--- src/shared/timer8_pkg.sv ---
package timer8_pkg;

    // -------------------------------------------------------------------------
    // Register map, byte addresses on the AXI4-Lite bus.
    // -------------------------------------------------------------------------
    localparam int ADDR_W = 8;
    localparam logic [7:0] ADDR_CTRL_A = 8'h30;
    localparam logic [7:0] ADDR_CTRL_B = 8'h34;
    localparam logic [7:0] ADDR_COUNTER = 8'h38;
    localparam logic [7:0] ADDR_CMP_A = 8'h3c;
    localparam logic [7:0] ADDR_CMP_B = 8'h40;
    localparam logic [7:0] ADDR_FLAGS = 8'h44;

    // -------------------------------------------------------------------------
    // Field positions.
    // -------------------------------------------------------------------------
    localparam int CTRL_A_OUT_A_LSB = 6;
    localparam int CTRL_A_OUT_B_LSB = 4;
    localparam int CTRL_A_WAVE_LSB = 0;
    localparam int CTRL_B_WAVE_HIGH = 3;
    localparam int CTRL_B_CLK_LSB = 0;
    localparam int FLAG_OVERFLOW = 0;
    localparam int FLAG_MATCH_A = 1;
    localparam int FLAG_MATCH_B = 2;

    // -------------------------------------------------------------------------
    // Values and counts.
    // -------------------------------------------------------------------------
    localparam logic [7:0] CNT_MAX = 8'hff;
    localparam logic [7:0] CNT_BOTTOM = 8'h00;
    localparam logic [7:0] REG_RESET = 8'h00;
    localparam logic [1:0] RESP_OKAY = 2'h0;
    localparam logic [1:0] RESP_SLVERR = 2'h2;
    localparam logic [9:0] PRE_MASK_8 = 10'h007;
    localparam logic [9:0] PRE_MASK_64 = 10'h03f;
    localparam logic [9:0] PRE_MASK_256 = 10'h0ff;
    localparam logic [9:0] PRE_MASK_1024 = 10'h3ff;

    // -------------------------------------------------------------------------
    // Enumerations.
    // -------------------------------------------------------------------------
    typedef enum logic [2:0] {
        MODE_NORMAL = 3'h0,
        MODE_PHASE_FF = 3'h1,
        MODE_CLEAR_ON_MATCH = 3'h2,
        MODE_FAST_FF = 3'h3,
        MODE_RSVD_4 = 3'h4,
        MODE_PHASE_CMPA = 3'h5,
        MODE_RSVD_6 = 3'h6,
        MODE_FAST_CMPA = 3'h7
    } wave_mode_t;

    typedef enum logic [2:0] {
        CS_STOP = 3'h0,
        CS_DIV1 = 3'h1,
        CS_DIV8 = 3'h2,
        CS_DIV64 = 3'h3,
        CS_DIV256 = 3'h4,
        CS_DIV1024 = 3'h5,
        CS_EXT_FALL = 3'h6,
        CS_EXT_RISE = 3'h7
    } clk_sel_t;

    typedef enum logic [2:0] {
        SEL_CTRL_A = 3'h0,
        SEL_CTRL_B = 3'h1,
        SEL_COUNTER = 3'h2,
        SEL_CMP_A = 3'h3,
        SEL_CMP_B = 3'h4,
        SEL_FLAGS = 3'h5,
        SEL_NONE = 3'h6
    } reg_sel_t;

    // -------------------------------------------------------------------------
    // State carriers.
    // -------------------------------------------------------------------------
    typedef struct packed {
        logic [9:0] cnt;
        logic ext_prev;
        logic tick;
    } presc_state_t;

    typedef struct packed {
        logic [1:0] out_mode_chan_a;
        logic [1:0] out_mode_chan_b;
        logic [1:0] wave_mode_low_bits;
        logic wave_mode_high_bit;
        logic [2:0] clk_sel;
        logic [7:0] counter_value;
        logic count_down;
        logic [7:0] buf_a;
        logic [7:0] buf_b;
        logic [7:0] act_a;
        logic [7:0] act_b;
        logic match_block;
        logic overflow_flag;
        logic match_a_flag;
        logic match_b_flag;
        logic wave_out_a;
        logic wave_out_b;
        logic wave_en_a;
        logic wave_en_b;
        logic aw_full;
        logic [7:0] awaddr;
        logic awready;
        logic w_full;
        logic [7:0] wdata;
        logic wstrb0;
        logic wready;
        logic bvalid;
        logic [1:0] bresp;
        logic arready;
        logic rvalid;
        logic [7:0] rdata;
        logic [1:0] rresp;
    } timer_state_t;

endpackage

--- src/core/timer8_prescaler.sv ---
`timescale 1ns/100ps
`default_nettype none
module timer8_prescaler
    import timer8_pkg::*;
(
    input wire logic i_mclk,
    input wire logic i_rst_b,
    input wire logic [2:0] i_clk_sel,
    input wire logic i_ext_pin,
    output logic o_tick
);

    presc_state_t s_r;
    presc_state_t s_nxt;

    // -------------------------------------------------------------------------
    // Divider.
    // -------------------------------------------------------------------------
    // The divider runs free so every divided source shares one phase, as a common prescaler would.
    always_comb begin
        s_nxt = s_r;
        s_nxt.cnt = s_r.cnt + 10'h001;
        s_nxt.ext_prev = i_ext_pin;
        unique case (clk_sel_t'(i_clk_sel))
            CS_STOP: s_nxt.tick = 1'b0;
            CS_DIV1: s_nxt.tick = 1'b1;
            CS_DIV8: s_nxt.tick = (s_r.cnt & PRE_MASK_8) == PRE_MASK_8;
            CS_DIV64: s_nxt.tick = (s_r.cnt & PRE_MASK_64) == PRE_MASK_64;
            CS_DIV256: s_nxt.tick = (s_r.cnt & PRE_MASK_256) == PRE_MASK_256;
            CS_DIV1024: s_nxt.tick = (s_r.cnt & PRE_MASK_1024) == PRE_MASK_1024;
            CS_EXT_FALL: s_nxt.tick = s_r.ext_prev & ~i_ext_pin;
            CS_EXT_RISE: s_nxt.tick = ~s_r.ext_prev & i_ext_pin;
        endcase
    end

    always_ff @(posedge i_mclk or negedge i_rst_b) begin
        if (!i_rst_b) begin
            s_r <= '0;
        end else begin
            s_r <= s_nxt;
        end
    end

    assign o_tick = s_r.tick;

endmodule // timer8_prescaler
`default_nettype wire

--- src/core/timer8_wave_ctrl.sv ---
// The AXI4-Lite slave port was decided locally.
`timescale 1ns/100ps
`default_nettype none
module timer8_wave_ctrl
    import timer8_pkg::*;
(
    input wire logic i_mclk,
    input wire logic i_rst_b,
    input wire logic i_ext_pin,
    input wire logic [ADDR_W-1:0] i_awaddr,
    input wire logic i_awvalid,
    output logic o_awready,
    input wire logic [31:0] i_wdata,
    input wire logic [3:0] i_wstrb,
    input wire logic i_wvalid,
    output logic o_wready,
    output logic [1:0] o_bresp,
    output logic o_bvalid,
    input wire logic i_bready,
    input wire logic [ADDR_W-1:0] i_araddr,
    input wire logic i_arvalid,
    output logic o_arready,
    output logic [31:0] o_rdata,
    output logic [1:0] o_rresp,
    output logic o_rvalid,
    input wire logic i_rready,
    output logic o_wave_out_a,
    output logic o_wave_out_b,
    output logic o_wave_en_a,
    output logic o_wave_en_b,
    output logic o_overflow_flag,
    output logic o_match_a_flag,
    output logic o_match_b_flag
);

    timer_state_t s_r;
    timer_state_t s_nxt;
    logic tick;

    // -------------------------------------------------------------------------
    // Helpers.
    // -------------------------------------------------------------------------
    function automatic reg_sel_t decode(input logic [7:0] addr);
        reg_sel_t r;
        r = SEL_NONE;
        if (addr[1:0] == 2'h0) begin
            if (addr == ADDR_CTRL_A) r = SEL_CTRL_A;
            else if (addr == ADDR_CTRL_B) r = SEL_CTRL_B;
            else if (addr == ADDR_COUNTER) r = SEL_COUNTER;
            else if (addr == ADDR_CMP_A) r = SEL_CMP_A;
            else if (addr == ADDR_CMP_B) r = SEL_CMP_B;
            else if (addr == ADDR_FLAGS) r = SEL_FLAGS;
        end
        return r;
    endfunction

    // Next level of one waveform output from its mode code and this tick's events.
    function automatic logic chan_next(
        input logic cur,
        input logic [1:0] com,
        input logic hit,
        input logic top_eq,
        input logic at_top,
        input logic down,
        input logic tog_ok,
        input wave_mode_t m
    );
        logic r;
        r = cur;
        unique case (m)
            MODE_FAST_FF, MODE_FAST_CMPA: begin
                if (com == 2'h1) begin
                    if (hit && tog_ok) r = ~cur;
                end else if (com[1]) begin
                    if (at_top) r = ~com[0];
                    else if (hit && !top_eq) r = com[0];
                end
            end
            MODE_PHASE_FF, MODE_PHASE_CMPA: begin
                if (com == 2'h1) begin
                    if (hit && tog_ok) r = ~cur;
                end else if (com[1]) begin
                    if (top_eq) begin
                        if (at_top) r = ~com[0];
                    end else if (hit) begin
                        r = down ? ~com[0] : com[0];
                    end
                end
            end
            MODE_NORMAL, MODE_CLEAR_ON_MATCH, MODE_RSVD_4, MODE_RSVD_6: begin
                if (hit) begin
                    if (com == 2'h1) r = ~cur;
                    else if (com[1]) r = com[0];
                end
            end
        endcase
        return r;
    endfunction

    // -------------------------------------------------------------------------
    // Timer clock enable.
    // -------------------------------------------------------------------------
    timer8_prescaler timer8_prescaler_i (
        .i_mclk(i_mclk),
        .i_rst_b(i_rst_b),
        .i_clk_sel(s_r.clk_sel),
        .i_ext_pin(i_ext_pin),
        .o_tick(tick)
    );

    // -------------------------------------------------------------------------
    // Next state.
    // -------------------------------------------------------------------------
    always_comb begin
        wave_mode_t mode;
        logic [7:0] top;
        logic at_top;
        logic at_bottom;
        logic hit_a;
        logic hit_b;
        logic set_ovf;
        logic is_phase;
        logic is_fast;
        logic do_wr;
        logic [2:0] clr;
        reg_sel_t wsel;
        reg_sel_t rsel;
        s_nxt = s_r;
        mode = wave_mode_t'({s_r.wave_mode_high_bit, s_r.wave_mode_low_bits});
        top = CNT_MAX;
        is_phase = 1'b0;
        is_fast = 1'b0;
        set_ovf = 1'b0;
        clr = 3'h0;
        unique case (mode)
            MODE_NORMAL, MODE_FAST_FF, MODE_PHASE_FF: top = CNT_MAX;
            MODE_CLEAR_ON_MATCH: top = s_r.act_a;
            MODE_PHASE_CMPA, MODE_FAST_CMPA: top = s_r.act_a;
            MODE_RSVD_4, MODE_RSVD_6: top = CNT_MAX;
        endcase
        is_phase = (mode == MODE_PHASE_FF) || (mode == MODE_PHASE_CMPA);
        is_fast = (mode == MODE_FAST_FF) || (mode == MODE_FAST_CMPA);
        at_top = tick && (s_r.counter_value == top);
        at_bottom = tick && (s_r.counter_value == CNT_BOTTOM);
        hit_a = tick && !s_r.match_block && (s_r.counter_value == s_r.act_a);
        hit_b = tick && !s_r.match_block && (s_r.counter_value == s_r.act_b);

        // Counting sequence.
        if (tick) begin
            s_nxt.match_block = 1'b0;
            if (is_phase) begin
                if (top == CNT_BOTTOM) begin
                    s_nxt.counter_value = CNT_BOTTOM;
                end else if (!s_r.count_down) begin
                    if (s_r.counter_value == top) begin
                        s_nxt.count_down = 1'b1;
                        s_nxt.counter_value = s_r.counter_value - 8'h01;
                    end else begin
                        s_nxt.counter_value = s_r.counter_value + 8'h01;
                    end
                end else if (s_r.counter_value == CNT_BOTTOM) begin
                    s_nxt.count_down = 1'b0;
                    s_nxt.counter_value = CNT_BOTTOM + 8'h01;
                end else begin
                    s_nxt.counter_value = s_r.counter_value - 8'h01;
                end
            end else begin
                s_nxt.count_down = 1'b0;
                s_nxt.counter_value = (s_r.counter_value == top) ? CNT_BOTTOM : s_r.counter_value + 8'h01;
            end
        end

        // Overflow flag source.
        unique case (mode)
            MODE_NORMAL, MODE_CLEAR_ON_MATCH, MODE_FAST_FF: set_ovf = tick && (s_r.counter_value == CNT_MAX);
            MODE_PHASE_FF, MODE_PHASE_CMPA: set_ovf = at_bottom;
            MODE_FAST_CMPA: set_ovf = at_top;
            MODE_RSVD_4, MODE_RSVD_6: set_ovf = 1'b0;
        endcase

        // Compare buffers move to the active copies at the mode's update point.
        if ((is_phase || is_fast) && at_top) begin
            s_nxt.act_a = s_r.buf_a;
            s_nxt.act_b = s_r.buf_b;
        end

        // Waveform outputs.
        s_nxt.wave_out_a = chan_next(s_r.wave_out_a, s_r.out_mode_chan_a, hit_a, s_r.act_a == top, at_top,
                                     s_r.count_down, s_r.wave_mode_high_bit, mode);
        s_nxt.wave_out_b = chan_next(s_r.wave_out_b, s_r.out_mode_chan_b, hit_b, s_r.act_b == top, at_top,
                                     s_r.count_down, 1'b0, mode);

        // Write channel: address and data are taken independently, then committed together.
        if (i_awvalid && s_r.awready) begin
            s_nxt.aw_full = 1'b1;
            s_nxt.awaddr = i_awaddr;
        end
        if (i_wvalid && s_r.wready) begin
            s_nxt.w_full = 1'b1;
            s_nxt.wdata = i_wdata[7:0];
            s_nxt.wstrb0 = i_wstrb[0];
        end
        if (s_r.bvalid && i_bready) begin
            s_nxt.bvalid = 1'b0;
        end
        do_wr = s_r.aw_full && s_r.w_full && !s_r.bvalid;
        wsel = decode(s_r.awaddr);
        if (do_wr) begin
            s_nxt.aw_full = 1'b0;
            s_nxt.w_full = 1'b0;
            s_nxt.bvalid = 1'b1;
            s_nxt.bresp = (wsel == SEL_NONE) ? RESP_SLVERR : RESP_OKAY;
            if (s_r.wstrb0) begin
                unique case (wsel)
                    SEL_CTRL_A: begin
                        s_nxt.out_mode_chan_a = s_r.wdata[CTRL_A_OUT_A_LSB +: 2];
                        s_nxt.out_mode_chan_b = s_r.wdata[CTRL_A_OUT_B_LSB +: 2];
                        s_nxt.wave_mode_low_bits = s_r.wdata[CTRL_A_WAVE_LSB +: 2];
                    end
                    SEL_CTRL_B: begin
                        s_nxt.wave_mode_high_bit = s_r.wdata[CTRL_B_WAVE_HIGH];
                        s_nxt.clk_sel = s_r.wdata[CTRL_B_CLK_LSB +: 3];
                    end
                    SEL_COUNTER: begin
                        // A software write wins over the tick and hides the next match.
                        s_nxt.counter_value = s_r.wdata;
                        s_nxt.match_block = 1'b1;
                    end
                    SEL_CMP_A: s_nxt.buf_a = s_r.wdata;
                    SEL_CMP_B: s_nxt.buf_b = s_r.wdata;
                    SEL_FLAGS: clr = s_r.wdata[2:0];
                    SEL_NONE: clr = 3'h0;
                endcase
            end
        end
        s_nxt.awready = !s_nxt.aw_full;
        s_nxt.wready = !s_nxt.w_full;

        // Flags: a hardware set in the same cycle beats a write-one clear.
        s_nxt.overflow_flag = (s_r.overflow_flag & ~clr[FLAG_OVERFLOW]) | set_ovf;
        s_nxt.match_a_flag = (s_r.match_a_flag & ~clr[FLAG_MATCH_A]) | hit_a;
        s_nxt.match_b_flag = (s_r.match_b_flag & ~clr[FLAG_MATCH_B]) | hit_b;

        // Non-PWM modes use the written compare value at once.
        if (!is_phase && !is_fast) begin
            s_nxt.act_a = s_nxt.buf_a;
            s_nxt.act_b = s_nxt.buf_b;
        end

        // Every PWM mode has the low mode bit set; code 1 there needs the high bit for channel A to own its pin.
        s_nxt.wave_en_a = (|s_nxt.out_mode_chan_a) && !((s_nxt.out_mode_chan_a == 2'h1)
                          && s_nxt.wave_mode_low_bits[0] && !s_nxt.wave_mode_high_bit);
        s_nxt.wave_en_b = |s_nxt.out_mode_chan_b;

        // Read channel.
        if (s_r.rvalid && i_rready) begin
            s_nxt.rvalid = 1'b0;
        end
        rsel = decode(i_araddr);
        if (i_arvalid && s_r.arready) begin
            s_nxt.rvalid = 1'b1;
            s_nxt.rresp = (rsel == SEL_NONE) ? RESP_SLVERR : RESP_OKAY;
            unique case (rsel)
                SEL_CTRL_A: s_nxt.rdata = {s_r.out_mode_chan_a, s_r.out_mode_chan_b, 2'h0,
                                           s_r.wave_mode_low_bits};
                SEL_CTRL_B: s_nxt.rdata = {4'h0, s_r.wave_mode_high_bit, s_r.clk_sel};
                SEL_COUNTER: s_nxt.rdata = s_r.counter_value;
                SEL_CMP_A: s_nxt.rdata = s_r.buf_a;
                SEL_CMP_B: s_nxt.rdata = s_r.buf_b;
                SEL_FLAGS: s_nxt.rdata = {5'h00, s_r.match_b_flag, s_r.match_a_flag, s_r.overflow_flag};
                SEL_NONE: s_nxt.rdata = REG_RESET;
            endcase
        end
        s_nxt.arready = !s_nxt.rvalid;
    end

    // -------------------------------------------------------------------------
    // State register.
    // -------------------------------------------------------------------------
    always_ff @(posedge i_mclk or negedge i_rst_b) begin
        if (!i_rst_b) begin
            s_r <= '0;
            s_r.awready <= 1'b1;
            s_r.wready <= 1'b1;
            s_r.arready <= 1'b1;
        end else begin
            s_r <= s_nxt;
        end
    end

    // -------------------------------------------------------------------------
    // Outputs.
    // -------------------------------------------------------------------------
    // The pin driver itself sits in the port block, which also needs its direction bit set.
    assign o_wave_out_a = s_r.wave_out_a;
    assign o_wave_out_b = s_r.wave_out_b;
    assign o_wave_en_a = s_r.wave_en_a;
    assign o_wave_en_b = s_r.wave_en_b;
    assign o_overflow_flag = s_r.overflow_flag;
    assign o_match_a_flag = s_r.match_a_flag;
    assign o_match_b_flag = s_r.match_b_flag;
    assign o_awready = s_r.awready;
    assign o_wready = s_r.wready;
    assign o_bvalid = s_r.bvalid;
    assign o_bresp = s_r.bresp;
    assign o_arready = s_r.arready;
    assign o_rvalid = s_r.rvalid;
    assign o_rresp = s_r.rresp;
    assign o_rdata = {24'h000000, s_r.rdata};

endmodule // timer8_wave_ctrl
`default_nettype wire

--- config.mk ---
export PLATFORM = sky130hd
export DESIGN_NAME = timer8_wave_ctrl
export DESIGN_NICKNAME = d
export VERILOG_FILES = /design/src/shared/timer8_pkg.sv /design/src/core/timer8_prescaler.sv /design/src/core/timer8_wave_ctrl.sv
export SDC_FILE = /design/constraint.sdc
export NUM_CORES = 1
export LEC_CHECK = 0
export BUFFER_PORTS_ARGS = -buffer_cell sky130_fd_sc_hd__buf_2
export CELL_PAD_IN_SITES_DETAIL_PLACEMENT = 0
export CELL_PAD_IN_SITES_GLOBAL_PLACEMENT = 2
export CORE_ASPECT_RATIO = 0.5
export CORE_MARGIN = 2
export CORE_UTILIZATION = 35
export DETAILED_ROUTE_END_ITERATION = 7
export HOLD_SLACK_MARGIN = 0.03
export PLACE_DENSITY_LB_ADDON = 0.1
export SYNTH_ARGS = -nofsm -noshare
export SYNTH_HDL_FRONTEND = slang
export SYNTH_SLANG_ARGS = --single-unit
--- constraint.sdc ---
create_clock -name i_mclk -period 3.35 [get_ports i_mclk]
set_clock_uncertainty 0.15 [all_clocks]
set_input_delay 0.1675 -clock i_mclk [delete_from_list [all_inputs] [get_ports i_mclk]]
set_output_delay 0.1675 -clock i_mclk [all_outputs]
set_load 0.1 [all_outputs]
Word level (Yosys, flattened, before mapping)
Cells that the tools add are included.
{"block": "word_totals", "wordCells": 268, "rom_bits": 0, "out_inout_bits": 48, "reg_bits": 107, "inputBits": 60, "mem_bits_rw": 0, "n_memories": 0, "latchBits": 0}
{"block": "op_classes", "add_sub_neg": 3, "bitwise_logic": 17, "n_mux": 85, "n_shift": 0, "mul": 0, "div": 0, "n_eq_ne": 68, "n_reduce_logical": 59, "order_cmp": 0}
{"op": "$eq 8x6->1 const B", "count": 8}
{"op": "$mux 16", "count": 4}
{"op": "$mux 8", "count": 7}
{"op": "$pmux 8 s7", "count": 1}
{"op": "$eq 3x3->1 const B", "count": 15}
{"op": "$mux 3", "count": 14}
{"op": "$eq 8x8->1", "count": 5}
{"op": "$mux 1", "count": 38}
{"op": "$mux 18", "count": 2}
{"op": "$mux 9", "count": 4}
{"op": "$eq 8x7->1 const B", "count": 4}
{"op": "$eq 3x2->1 const B", "count": 8}
{"op": "$logic_and 1x1->1", "count": 21}
{"op": "$ne 3x3->1 const B", "count": 7}
{"op": "$eq 8x8->1 const B", "count": 2}
{"op": "$logic_not 8->1", "count": 2}
{"op": "$pmux 8 s2", "count": 1}
{"op": "$ne 2x2->1 const B", "count": 7}
{"op": "$eq 3x1->1 const B", "count": 4}
{"op": "$logic_not 3->1", "count": 4}
{"op": "$mux 2", "count": 6}
{"op": "$ne 4x4->1 const B", "count": 3}
{"op": "$logic_not 1->1", "count": 11}
{"op": "$mux 11", "count": 1}
{"op": "26 further kinds", "count": 53}

Logic depth before layout (Yosys ltp)
Gate-level depths: netlist (run 1).
{"block": "depth", "word_depth": 17, "depth_mapped": 11, "mapped_depth_nobuf": 9}

Cells and area by module
Synthesis (run 1) repeated with hierarchy kept, for this count alone.
{"block": "hier_totals", "hier_cells": 671, "hier_area_um2": 6386.1}
{"mod": "timer8_wave_ctrl", "cells_each": 628, "n_inst": 1, "area_per_inst_um2": 5853.1, "seq_area_each_um2": 2331.0}
{"mod": "timer8_prescaler", "cells_each": 43, "n_inst": 1, "area_per_inst_um2": 533.0, "seq_area_each_um2": 300.3}

Worst setup path after synthesis (run 1)
No wires, ideal clock.
{"block": "synth_timing", "kind": "reg-to-reg", "from": "register s_r (netlist bit o_bvalid)", "to": "register s_r (netlist bit o_wave_en_b)", "n_path_buf": 0, "period_less_slack_ns": 3.033, "required_time_ns": 3.073, "setup_time_ns": 0.127, "slack_ns": 0.317, "t_arrival_ns": 2.756, "stages_incl_launch_ff": 7, "cell_sequence": "dfrtp_1 and3b_1 nand3_1 or3_1 nor3_1 mux2_2 or2_2"}
{"item": "start: declaration", "line": "timer8_wave_ctrl.sv:36", "text": "timer_state_t s_r;"}
{"item": "start signal: assignment", "line": "timer8_wave_ctrl.sv:287", "text": "s_r <= s_nxt;"}

Worst setup path in the final report (run 1)
{"block": "layout_timing", "from": "register s_r[88] (netlist bit)", "to": "register s_r[49] (netlist bit)"}
{"block": "layout_via", "elab_chain_cells": 7, "word_cells_on_any_way": 22, "classes_between": "eq/ne (8); mux (2); reduce/logical (12)"}
{"item": "$eq 3x1->1, or another cell as far along", "line": "timer8_wave_ctrl.sv:135, timer8_wave_ctrl.sv:141"}
{"item": "$reduce_or 5->1 (no line) or $reduce_or 3->1 (tied branches)"}
{"item": "$pmux 8 s2", "line": "timer8_wave_ctrl.sv:135", "text": "unique case (mode)"}
{"item": "$eq 8x8->1", "line": "timer8_wave_ctrl.sv:143", "text": "at_top = tick && (s_r.counter_value == top);"}
{"item": "$logic_and 1x1->1", "line": "timer8_wave_ctrl.sv:143"}
{"item": "$logic_and 1x1->1", "line": "timer8_wave_ctrl.sv:182", "text": "if ((is_phase || is_fast) && at_top) begin"}
{"item": "$reduce_bool 2->1 (no line)"}
Parallel ways exist; a longest one is shown, timed or not.
A chain may end at the register's enable or synchronous reset.

==> results of run 1 <==
-- per-layer routing --
| layer | GRT usage (%) | wire [um] |
|---|---|---|
| met1 | 32.7 | 9520 |
| met5 | 0 | 0 |
| met3 | 3.27 | 1050 |
| met2 | 29.9 | 7610 |
| met4 | 4.17 | 155 |
-- state kept, by name (all words and copies together) (netlist names) --
signal                     cells
s_r                           71
timer8_prescaler_i.s_r        11
o_rdata                        8
o_arready                      1
o_awready                      1
o_bresp                        1
o_bvalid                       1
o_match_a_flag                 1
o_match_b_flag                 1
o_overflow_flag                1
o_rresp                        1
o_rvalid                       1
o_wave_en_a                    1
o_wave_en_b                    1
o_wave_out_a                   1
o_wave_out_b                   1
o_wready                       1
timer8_prescaler_i.o_tick      1
-- cells by family (layout without fill, tap and decap cells) --
kind of cell / Yosys count / in the layout
and+or+nand+nor: 193 / 193
AOI/OAI and AO/OA: 157 / 157
DFF: 105 / 105
buffers and inverters: 97 / 147
muxes: 50 / 50
xor gates and xnor gates: 33 / 33
adders and majority gates: 4 / 4
other: 1 / 26
-- worst min-delay path by stage --
stage / slack (ps) / endpoint / startpoint
after CTS: 30 / o_rresp[1] / i_araddr[0]
after global routing: 70 / o_rresp[1] / i_araddr[0]
final: 40 / o_rresp[1] / i_araddr[0]
after global placement: 120 / s_r[27] / i_rst_b
after floorplan: -280 / o_bresp[1] / i_rst_b
after detailed placement: 130 / s_r[27] / i_rst_b
-- report_power, final --
group	internal (mW)	leakage (nW)	switching (mW)
logic	0.389	1.63	0.795
registers	1.48	1.37	0.328
clock network	0.542	0.152	0.590
total	2.42	3.15	1.71
-- per-stage QoR --
step | cells | area [um^2] | total power, mW | setup WS, ps | hold slack, ps
CTS | 942 | 7050 | 4.17 | 237 | 30.8
global placement | 904 | 6520 | 3.00 | 270 | 124
global route | 942 | 7060 | 4.35 | 28.9 | 65.2
floorplan | 665 | 6150 | 2.64 | 317 | -278
finish | 942 | 7060 | 4.13 | 299 | 42.7
detailed placement | 904 | 6520 | 3.00 | 244 | 126
-- repair_timing --
| item | 4_1_cts | 5_1_grt |
|---|---|---|
| setup endpoints to repair | 0 | 5 |
| hold endpoints to repair | 73 | 0 |
| hold buffers | 22 | 0 |
| gates resized for setup | 0 | 1 |
-- layout make-up --
type | instances | area (um^2)
Timing Repair Buffer | 104 | 716
Sequential cell | 105 | 2630
Clock inverter | 7 | 91.3
Fill cell | 1666 | 9580
Tap cell | 227 | 284
Multi-Input combinational cell | 463 | 3010
Clock buffer | 9 | 225
Inverter | 27 | 101
-- worst register-to-register path: cells and delay by family (launching register included) --
family	cells	cell delay (ps)
AOI/OAI and AO/OA	5	1220
DFF	1	500
and+or+nand+nor	3	1060
-- cells in the final DEF, fill, tap and decap left out, drive strengths merged, types with 5 or more instances in the layout --
master and count:
nor2 43, buf 82, a22oi 5, or2 5, xnor2 17, and3 10
nand2 56, a31oi 5, a21oi 31, a221oi 11, nand4 5, mux2i 13
o221a 5, nand3 20, dfrtp 102, xor2 16, clkbuf 9, conb 26
nor3b 6, dlygate4sd3 22, or3 7, a22o 5, o21ai 52, nor3 13
mux2 37, inv 30, and2 7, o211ai 10
==> impl_metrics.yaml, run 1 <==
worst_setup_path:
  r2r_end: "s_r[49]"
  rrSetupSlack_ps: 300
  cp-endpoint: "s_r[49]"
  rr_startpoint: "s_r[88]"
  endpoint_kind: "flip-flop"
  critPathLaunch: "s_r[88]"
  critPathKind: "flip-flop to flip-flop"
  cp-start-kind: "flip-flop"
  cp_data_required_time_ps: 3450
  slowest_delay_ps: 510
  critPathArrivalTime_ps: 3150
  crit_chain: "or3b_1, a21oi_1, o22ai_1, a2111oi_4, nand2_1, nor2_4, a21oi_1, o221a_2"
  cp_slowest_cell: "or3b_1"
  path_depth: 8
  path_common_cell: "a21oi_1"
  crit_path_max_fanout: 8
  rr_worst_depth: 8
  critPathBufInv: 0
  critPathTopFamily: "compound AO/OA/AOI/OAI gates"
logic_synthesis:
  synth_edf_count: 0
  synthXorXnorAreaFrac_pct: 4.77
  synth-warning-count: 0
  yosysSeqAreaShare_pct: 43.5
  yosysTopAreaCellShare_pct: 42.2
  yosys.area_share.simple_pct: 15.9
  yosys.cell_types.count: 64
  synth-compound-area-share_pct: 17.5
  synth_mux_area_share_pct: 9.03
  synth_area_mm2: 0.00605
  synthCells: 640
  async_reset_ff_share_pct: 100
  synth_top_family_by_area: "compound AO/OA/AOI/OAI gates"
  synth_largest_area_cell: "dfrtp_1"
  synth_fa_ha_area_share_pct: 0.827
  synthFlopType: "dfrtp_1"
  avgSynthCellArea_um2: 9.46
  synth.most_common_cell: "dfrtp_1"
  ys_seq_elements: 105
  yosys-top-cells-area: "dfrtp_1 (42%), mux2_2 (6.9%), buf_4 (4.5%)"
  synthTopCellsByCount: "dfrtp_1 (102), nand2_1 (56), o21ai_0 (52)"
global_routing:
  grt_pass1_vias: 4807
  grt_remaining_overflow: 0
  antenna_found_initial: 0
  grt_max_degree: 55
  grt_pass1_wl_um: 29100
  grtUsageTotal_pct: 20.9
floorplanning:
  pin_count: 108
  core_mm2: 0.0166
  die_x_um: 190
  placementRows: 33
  start_util_pct: 36.4
  dieArea_mm2: 0.0184
  die_h_um: 97.0
power:
  irDropWorstVdd_v: 0.000607
  p_leak_nw: 3.15
  power-per-cell-area_mw_per_mm2: 585
hold_path:
  hold_path.class: "input pin to flip-flop"
  hold_depth: 4
drt:
  vias_per_cell: 5.24
  vias: 4938
  drc_errors: 0
  first_iter_violations: 327
  drt-total-wl_um: 18300
  drt_first_pass_iters: 5
  drtAntennaViolNets: 0
  wl_per_cell_um: 19.5
clock_tree:
  clock_latency_ps: 360
  path_clk_slew_ps: 80
  cts_max_path_buffers: 2
  cts_root_buffer: "clkbuf_16"
  postCtsSetupRepairBufs: 0
  numCtsBuffers: 9
  cts_tree: "done"
  htreeDepth: 3
  cts.sink_count: 105
timing:
  min_period_ps: 3050
  rsz0062_at_grt: "no"
  finalMaxSlewViolations: 0
  finalSetupViolCount: 0
  relSlewSlack_pct: 51.3
  period_share_pct: 91.1
  finalHoldViolCount: 0
  tns_ps: 0
  fmax_ghz: 0.328
  worst_slew_pin_slew_ps: 731
placement:
  port_buffers: 54
  gp_congestion: 0.862
  dpl.hpwl_um: 13600
flow_run:
  maxCapViolCount: 0
layout:
  antenna_cells: 0
  final_util_pct: 42.4
  drive_gt1_share_pct: 21.5
  syn_to_final_growth_pct: 16.6
  final_nets: 774
outcome:
  outcome: "finished, final reports clean"
Power figures use the tool's default switching activity.
==> run 2, diff against run 1 <==
CORE_MARGIN = 1.5   (was 2)
GPL_ROUTABILITY_DRIVEN = 0   (was unset)
==> run 2 against run 1 <==
Net effect: final cell count grew 0.11%; critical path depth is the same; sequential share of layout area about the same; combinational power is essentially flat; critical endpoint is now s_r[48].
==> impl_metrics.yaml, run 2 (synthesized netlist as in run 1, its figures left out) <==
global_routing:
  grt_pass1_wl_um: 28900
  grt_remaining_overflow: 0
  antenna_found_initial: 0
  grt_pass1_vias: 4742
  grtUsageTotal_pct: 21.5
  grt_max_degree: 53
power:
  irDropWorstVdd_v: 0.000509
  p_leak_nw: 3.16
  p_seq_share_pct: 43.7
  clock_power_share_pct: 27.5
  cell_internal_pwr_mw: 2.44
  power.total_mw: 4.15
  pwr-share-comb_pct: 28.7
  power-per-cell-area_mw_per_mm2: 588
  switchingPower_mw: 1.72
  p_sw_share_pct: 41.3
drt:
  drc_errors: 0
  vias_per_cell: 5.32
  first_iter_violations: 313
  wl_per_cell_um: 19.6
  drtAntennaViolNets: 0
  drt_first_pass_iters: 5
  drt-total-wl_um: 18500
  vias: 5013
clock_tree:
  htreeDepth: 3
  cts_root_buffer: "clkbuf_16"
  cts_resized: 0
  postCtsSetupRepairBufs: 0
  hold_buffers: 22
  clock_latency_ps: 360
  path_clk_slew_ps: 90
  cts_tree: "done"
  numCtsBuffers: 9
  cts.sink_count: 105
  cts_max_path_buffers: 2
timing:
  timing.final.ws_setup_ps: 209
  finalMaxSlewViolations: 0
  worst_slew_pin_slew_ps: 771
  finalSetupViolCount: 0
  rsz0062_at_grt: "no"
  tns_ps: 0
  relSlewSlack_pct: 48.4
  period_share_pct: 93.8
  finalHoldViolCount: 0
  min_period_ps: 3140
  fmax_ghz: 0.318
  holdWs_ps: 39.6
layout:
  top_register: "s_r"
  syn_to_final_growth_pct: 16.7
  multi_input_area_mm2: 0.00300
  final_cell_mix: "dfrtp_1 (102), nand2_1 (56), buf_2 (53)"
  regArea_mm2: 0.00263
  largest_reg_flops: 71
  antenna_cells: 0
  drive_gt1_share_pct: 21.6
  final_nets: 775
  final-instance-count-excl-fill: 943
  final_common_cell: "dfrtp_1"
  fill_cells: 1645
worst_setup_path:
  cp-start-kind: "flip-flop"
  cp_data_required_time_ps: 3440
  critPathArrivalTime_ps: 3230
  critPathKind: "flip-flop to flip-flop"
  crit_path_max_fanout: 7
  endpoint_kind: "flip-flop"
floorplanning:
  placementRows: 33
  die_x_um: 189
  die_h_um: 96.0
  pin_count: 108
  core_mm2: 0.0166
  start_util_pct: 36.4
  dieArea_mm2: 0.0181
flow_run:
  maxCapViolCount: 0
hold_path:
  hold_path.class: "input pin to flip-flop"
outcome:
  outcome: "finished, final reports clean"
placement:
  dpl.hpwl_um: 13800
  pre_cts_slack_ps: 306
  placed_cells: 905
  port_buffers: 54
==> run 2: cell count changes in the layout (fill, tap and decap cells not counted), sizes merged <==
cell and change:
inv +2, clkinv -2, buf +1
==> run 2: routing by layer <==
metal | global-route usage [%] | up-vias | share of wire, %
li1 | - | 2374 | -
met1 | 32.5 | 2500 | 52
met2 | 32.0 | 130 | 42
met3 | 4.27 | 9 | 5.5
met4 | 3.37 | 0 | 0.49
met5 | 0 | - | 0
==> run 2: final timing paths <==
| kind | start | end | slack (ps) | cells after the start |
|---|---|---|---|---|
| setup / recovery | s_r[89] | s_r[48] | 210 | 8 |
| hold / removal | i_araddr[1] | o_rresp[1] | 40 | 4 |
| setup reg to reg | s_r[89] | s_r[48] | 210 | 8 |
| hold reg to reg | timer8_prescaler_i.s_r[2] | timer8_prescaler_i.s_r[2] | 320 | 1 |
| max in group asynchronous | i_rst_b | s_r[50] | 2200 | 3 |
| min in group asynchronous | i_rst_b | s_r[81] | 140 | 2 |
==> run 2: critical path, stage by stage (launching register included) <==
cell       delay, ps
dfrtp_1          430
or3b_1           530
a21oi_1          190
o22ai_1          140
a2111oi_4        480
nand2_1          250
nor2_2           360
a21oi_1          200
o221a_2          310
==> run 2: power by group through the flow <==
stage	combinational, mW	sequential, mW	clock, mW
after global placement	1.17	1.83	0
after CTS	1.20	1.81	1.17
after floorplan	0.789	1.86	0
final	1.19	1.82	1.14
after global routing	1.29	1.85	1.22
after detailed placement	1.18	1.84	0
==> run 2: stage by stage <==
step           area [um^2]  util (%)
3_5_place_dp          6520      39.2
4_1_cts               7060      42.5
2_1_floorplan         6150         -
5_1_grt               7060      42.5
6_report              7060      42.5
3_3_place_gp          6520      39.2
==> run 2: layout make-up <==
class	instances	area share, %
timing repair buffer	105	10.2
inverter	27	1.43
multi-input combinational	463	42.5
sequential	105	37.2
tap	227	4.02
clock inverter	7	1.36
clock buffer	9	3.19
==> run 3, diff against run 2 <==
PLACE_DENSITY = 0.84   (was unset)
PLACE_DENSITY_LB_ADDON = unset   (was 0.1)
==> run 3 against run 2 <==
Net effect: worst setup slack improved by 48 ps; non-clock buffer count fell by 7; final cell count fell by 0.74%; total power fell by 3.1%; count of clock-buffer cells in the layout rose by 2; global-route usage fell by 1.5 points; via count barely moved; first-iteration DRC count rose by 9.3%; cell area fell by 1.3%.
==> impl_metrics.yaml, run 3 (synthesized netlist as in run 1, its figures left out) <==
worst_setup_path:
  critPathKind: "flip-flop to flip-flop"
  rr_startpoint: "s_r[89]"
  cp-start-kind: "flip-flop"
  critPathLaunch: "s_r[89]"
  cp_data_required_time_ps: 3440
  rr_worst_depth: 9
  cp-endpoint: "s_r[47]"
  rrSetupSlack_ps: 260
  r2r_end: "s_r[47]"
  crit_path_max_fanout: 32
  critPathArrivalTime_ps: 3180
  endpoint_kind: "flip-flop"
drt:
  drt_first_pass_iters: 5
  wl_met1_um: 8710
  highest_layer: "met4"
  wl_met3_um: 831
  drt-total-wl_um: 17300
  vias: 5016
  vias_per_cell: 5.36
  wl_per_cell_um: 18.5
  first_iter_violations: 342
  drc_errors: 0
  met2_length_um: 7540
  drtAntennaViolNets: 0
floorplanning:
  pin_count: 108
  die_x_um: 189
  die_h_um: 96.0
  core_mm2: 0.0166
  placementRows: 33
  start_util_pct: 36.4
  dieArea_mm2: 0.0181
global_routing:
  grt_remaining_overflow: 0
  antenna_found_initial: 0
  grt_pass1_vias: 4786
  grt_pass1_wl_um: 27500
  grtUsageTotal_pct: 20.0
  grt_max_degree: 66
clock_tree:
  clock_latency_ps: 350
  numCtsBuffers: 9
  path_clk_slew_ps: 70
  cts_tree: "done"
  cts_root_buffer: "clkbuf_16"
  htreeDepth: 3
  cts_resized: 0
  cts.sink_count: 105
  cts_max_path_buffers: 2
layout:
  final_common_cell: "dfrtp_1"
  fin_area_mm2: 0.00697
  final_util_pct: 41.9
  final_nets: 768
  fill_cells: 1651
  final_cell_mix: "dfrtp_1 (102), nand2_1 (56), buf_2 (53)"
  syn_to_final_growth_pct: 15.2
  top_register: "s_r"
  largest_reg_flops: 71
  drive_gt1_share_pct: 20.7
  antenna_cells: 0
timing:
  tns_ps: 0
  finalSetupViolCount: 0
  finalMaxSlewViolations: 0
  rsz0062_at_grt: "no"
  worst_slew_pin_slew_ps: 832
  fmax_ghz: 0.323
  period_share_pct: 92.3
  min_period_ps: 3090
  timing.final.ws_setup_ps: 257
  relSlewSlack_pct: 44.5
  finalHoldViolCount: 0
flow_run:
  maxCapViolCount: 0
power:
  power.total_mw: 4.03
  power-per-cell-area_mw_per_mm2: 577
  p_leak_nw: 3.11
  irDropWorstVdd_v: 0.000438
placement:
  pre_cts_slack_ps: 316
  dpl.hpwl_um: 12700
  place_area_mm2: 0.00648
  port_buffers: 54
outcome:
  outcome: "finished, final reports clean"
hold_path:
  hold_start: "i_araddr[0]"
  hold_path.class: "input pin to flip-flop"
run 3: cell count changes in the layout (fill, tap and decap cells not counted):
cell	before	now
buf_4	29	23
clkbuf_1	0	2
clkinv_4	0	2
clkinv_8	2	1
dlygate4sd3_1	22	21
inv_12	2	0
inv_6	1	2
inv_8	2	0
run 3: through the flow:
stage	instances	hold slack, ps
finish	936	159
global route	936	187
CTS	936	136
detailed placement	899	173
global placement	899	170
floorplan	665	-278
run 3: cell type report:
cell class | count | area (um^2) | area share, %
tap | 227 | 284 | 4.07
sequential | 105 | 2630 | 37.7
timing repair buffer | 98 | 668 | 9.58
clock inverter | 5 | 51.3 | 0.736
inverter | 27 | 101 | 1.45
multi-input combinational | 463 | 3000 | 43.1
clock buffer | 11 | 233 | 3.34
run 3: where the power goes:
| part | switching (mW) | total, mW | internal (mW) |
|---|---|---|---|
| clock | 0.511 | 1.03 | 0.521 |
| combinational | 0.787 | 1.17 | 0.380 |
| sequential | 0.343 | 1.83 | 1.48 |
| total | 1.64 | 4.03 | 2.39 |
run 3: critical path, stage by stage, from the launching register on:
cell and delay, ps:
dfrtp_1 380, buf_4 340, nand2_1 270, a21oi_1 200
o22ai_1 130, a2111oi_4 510, nand2_1 270, nor2_2 260
a21oi_1 160, o221a_2 300
run 3: how the worst min path moves through the flow:
stage / slack (ps) / endpoint / cells after the start
after floorplan: -280 / o_bresp[1] / 0
after global placement: 170 / s_r[35] / 1
after detailed placement: 170 / s_r[35] / 1
after CTS: 140 / o_rresp[1] / 4
after global routing: 190 / o_rresp[1] / 4
final: 160 / o_rresp[1] / 4
run 3: per-layer routing:
metal / vias to the layer above / GRT usage [%]
met1: 2466 / 28.8
met4: 0 / 4.76
met5: - / 0
li1: 2365 / -
met2: 171 / 31.7
met3: 14 / 2.84
run 3: timing repair:
action	4_1_cts	5_1_grt
setup endpoints to repair	0	0
hold buffers	21	0
buffers inserted	0	0
endpoints found under the hold margin	82	0
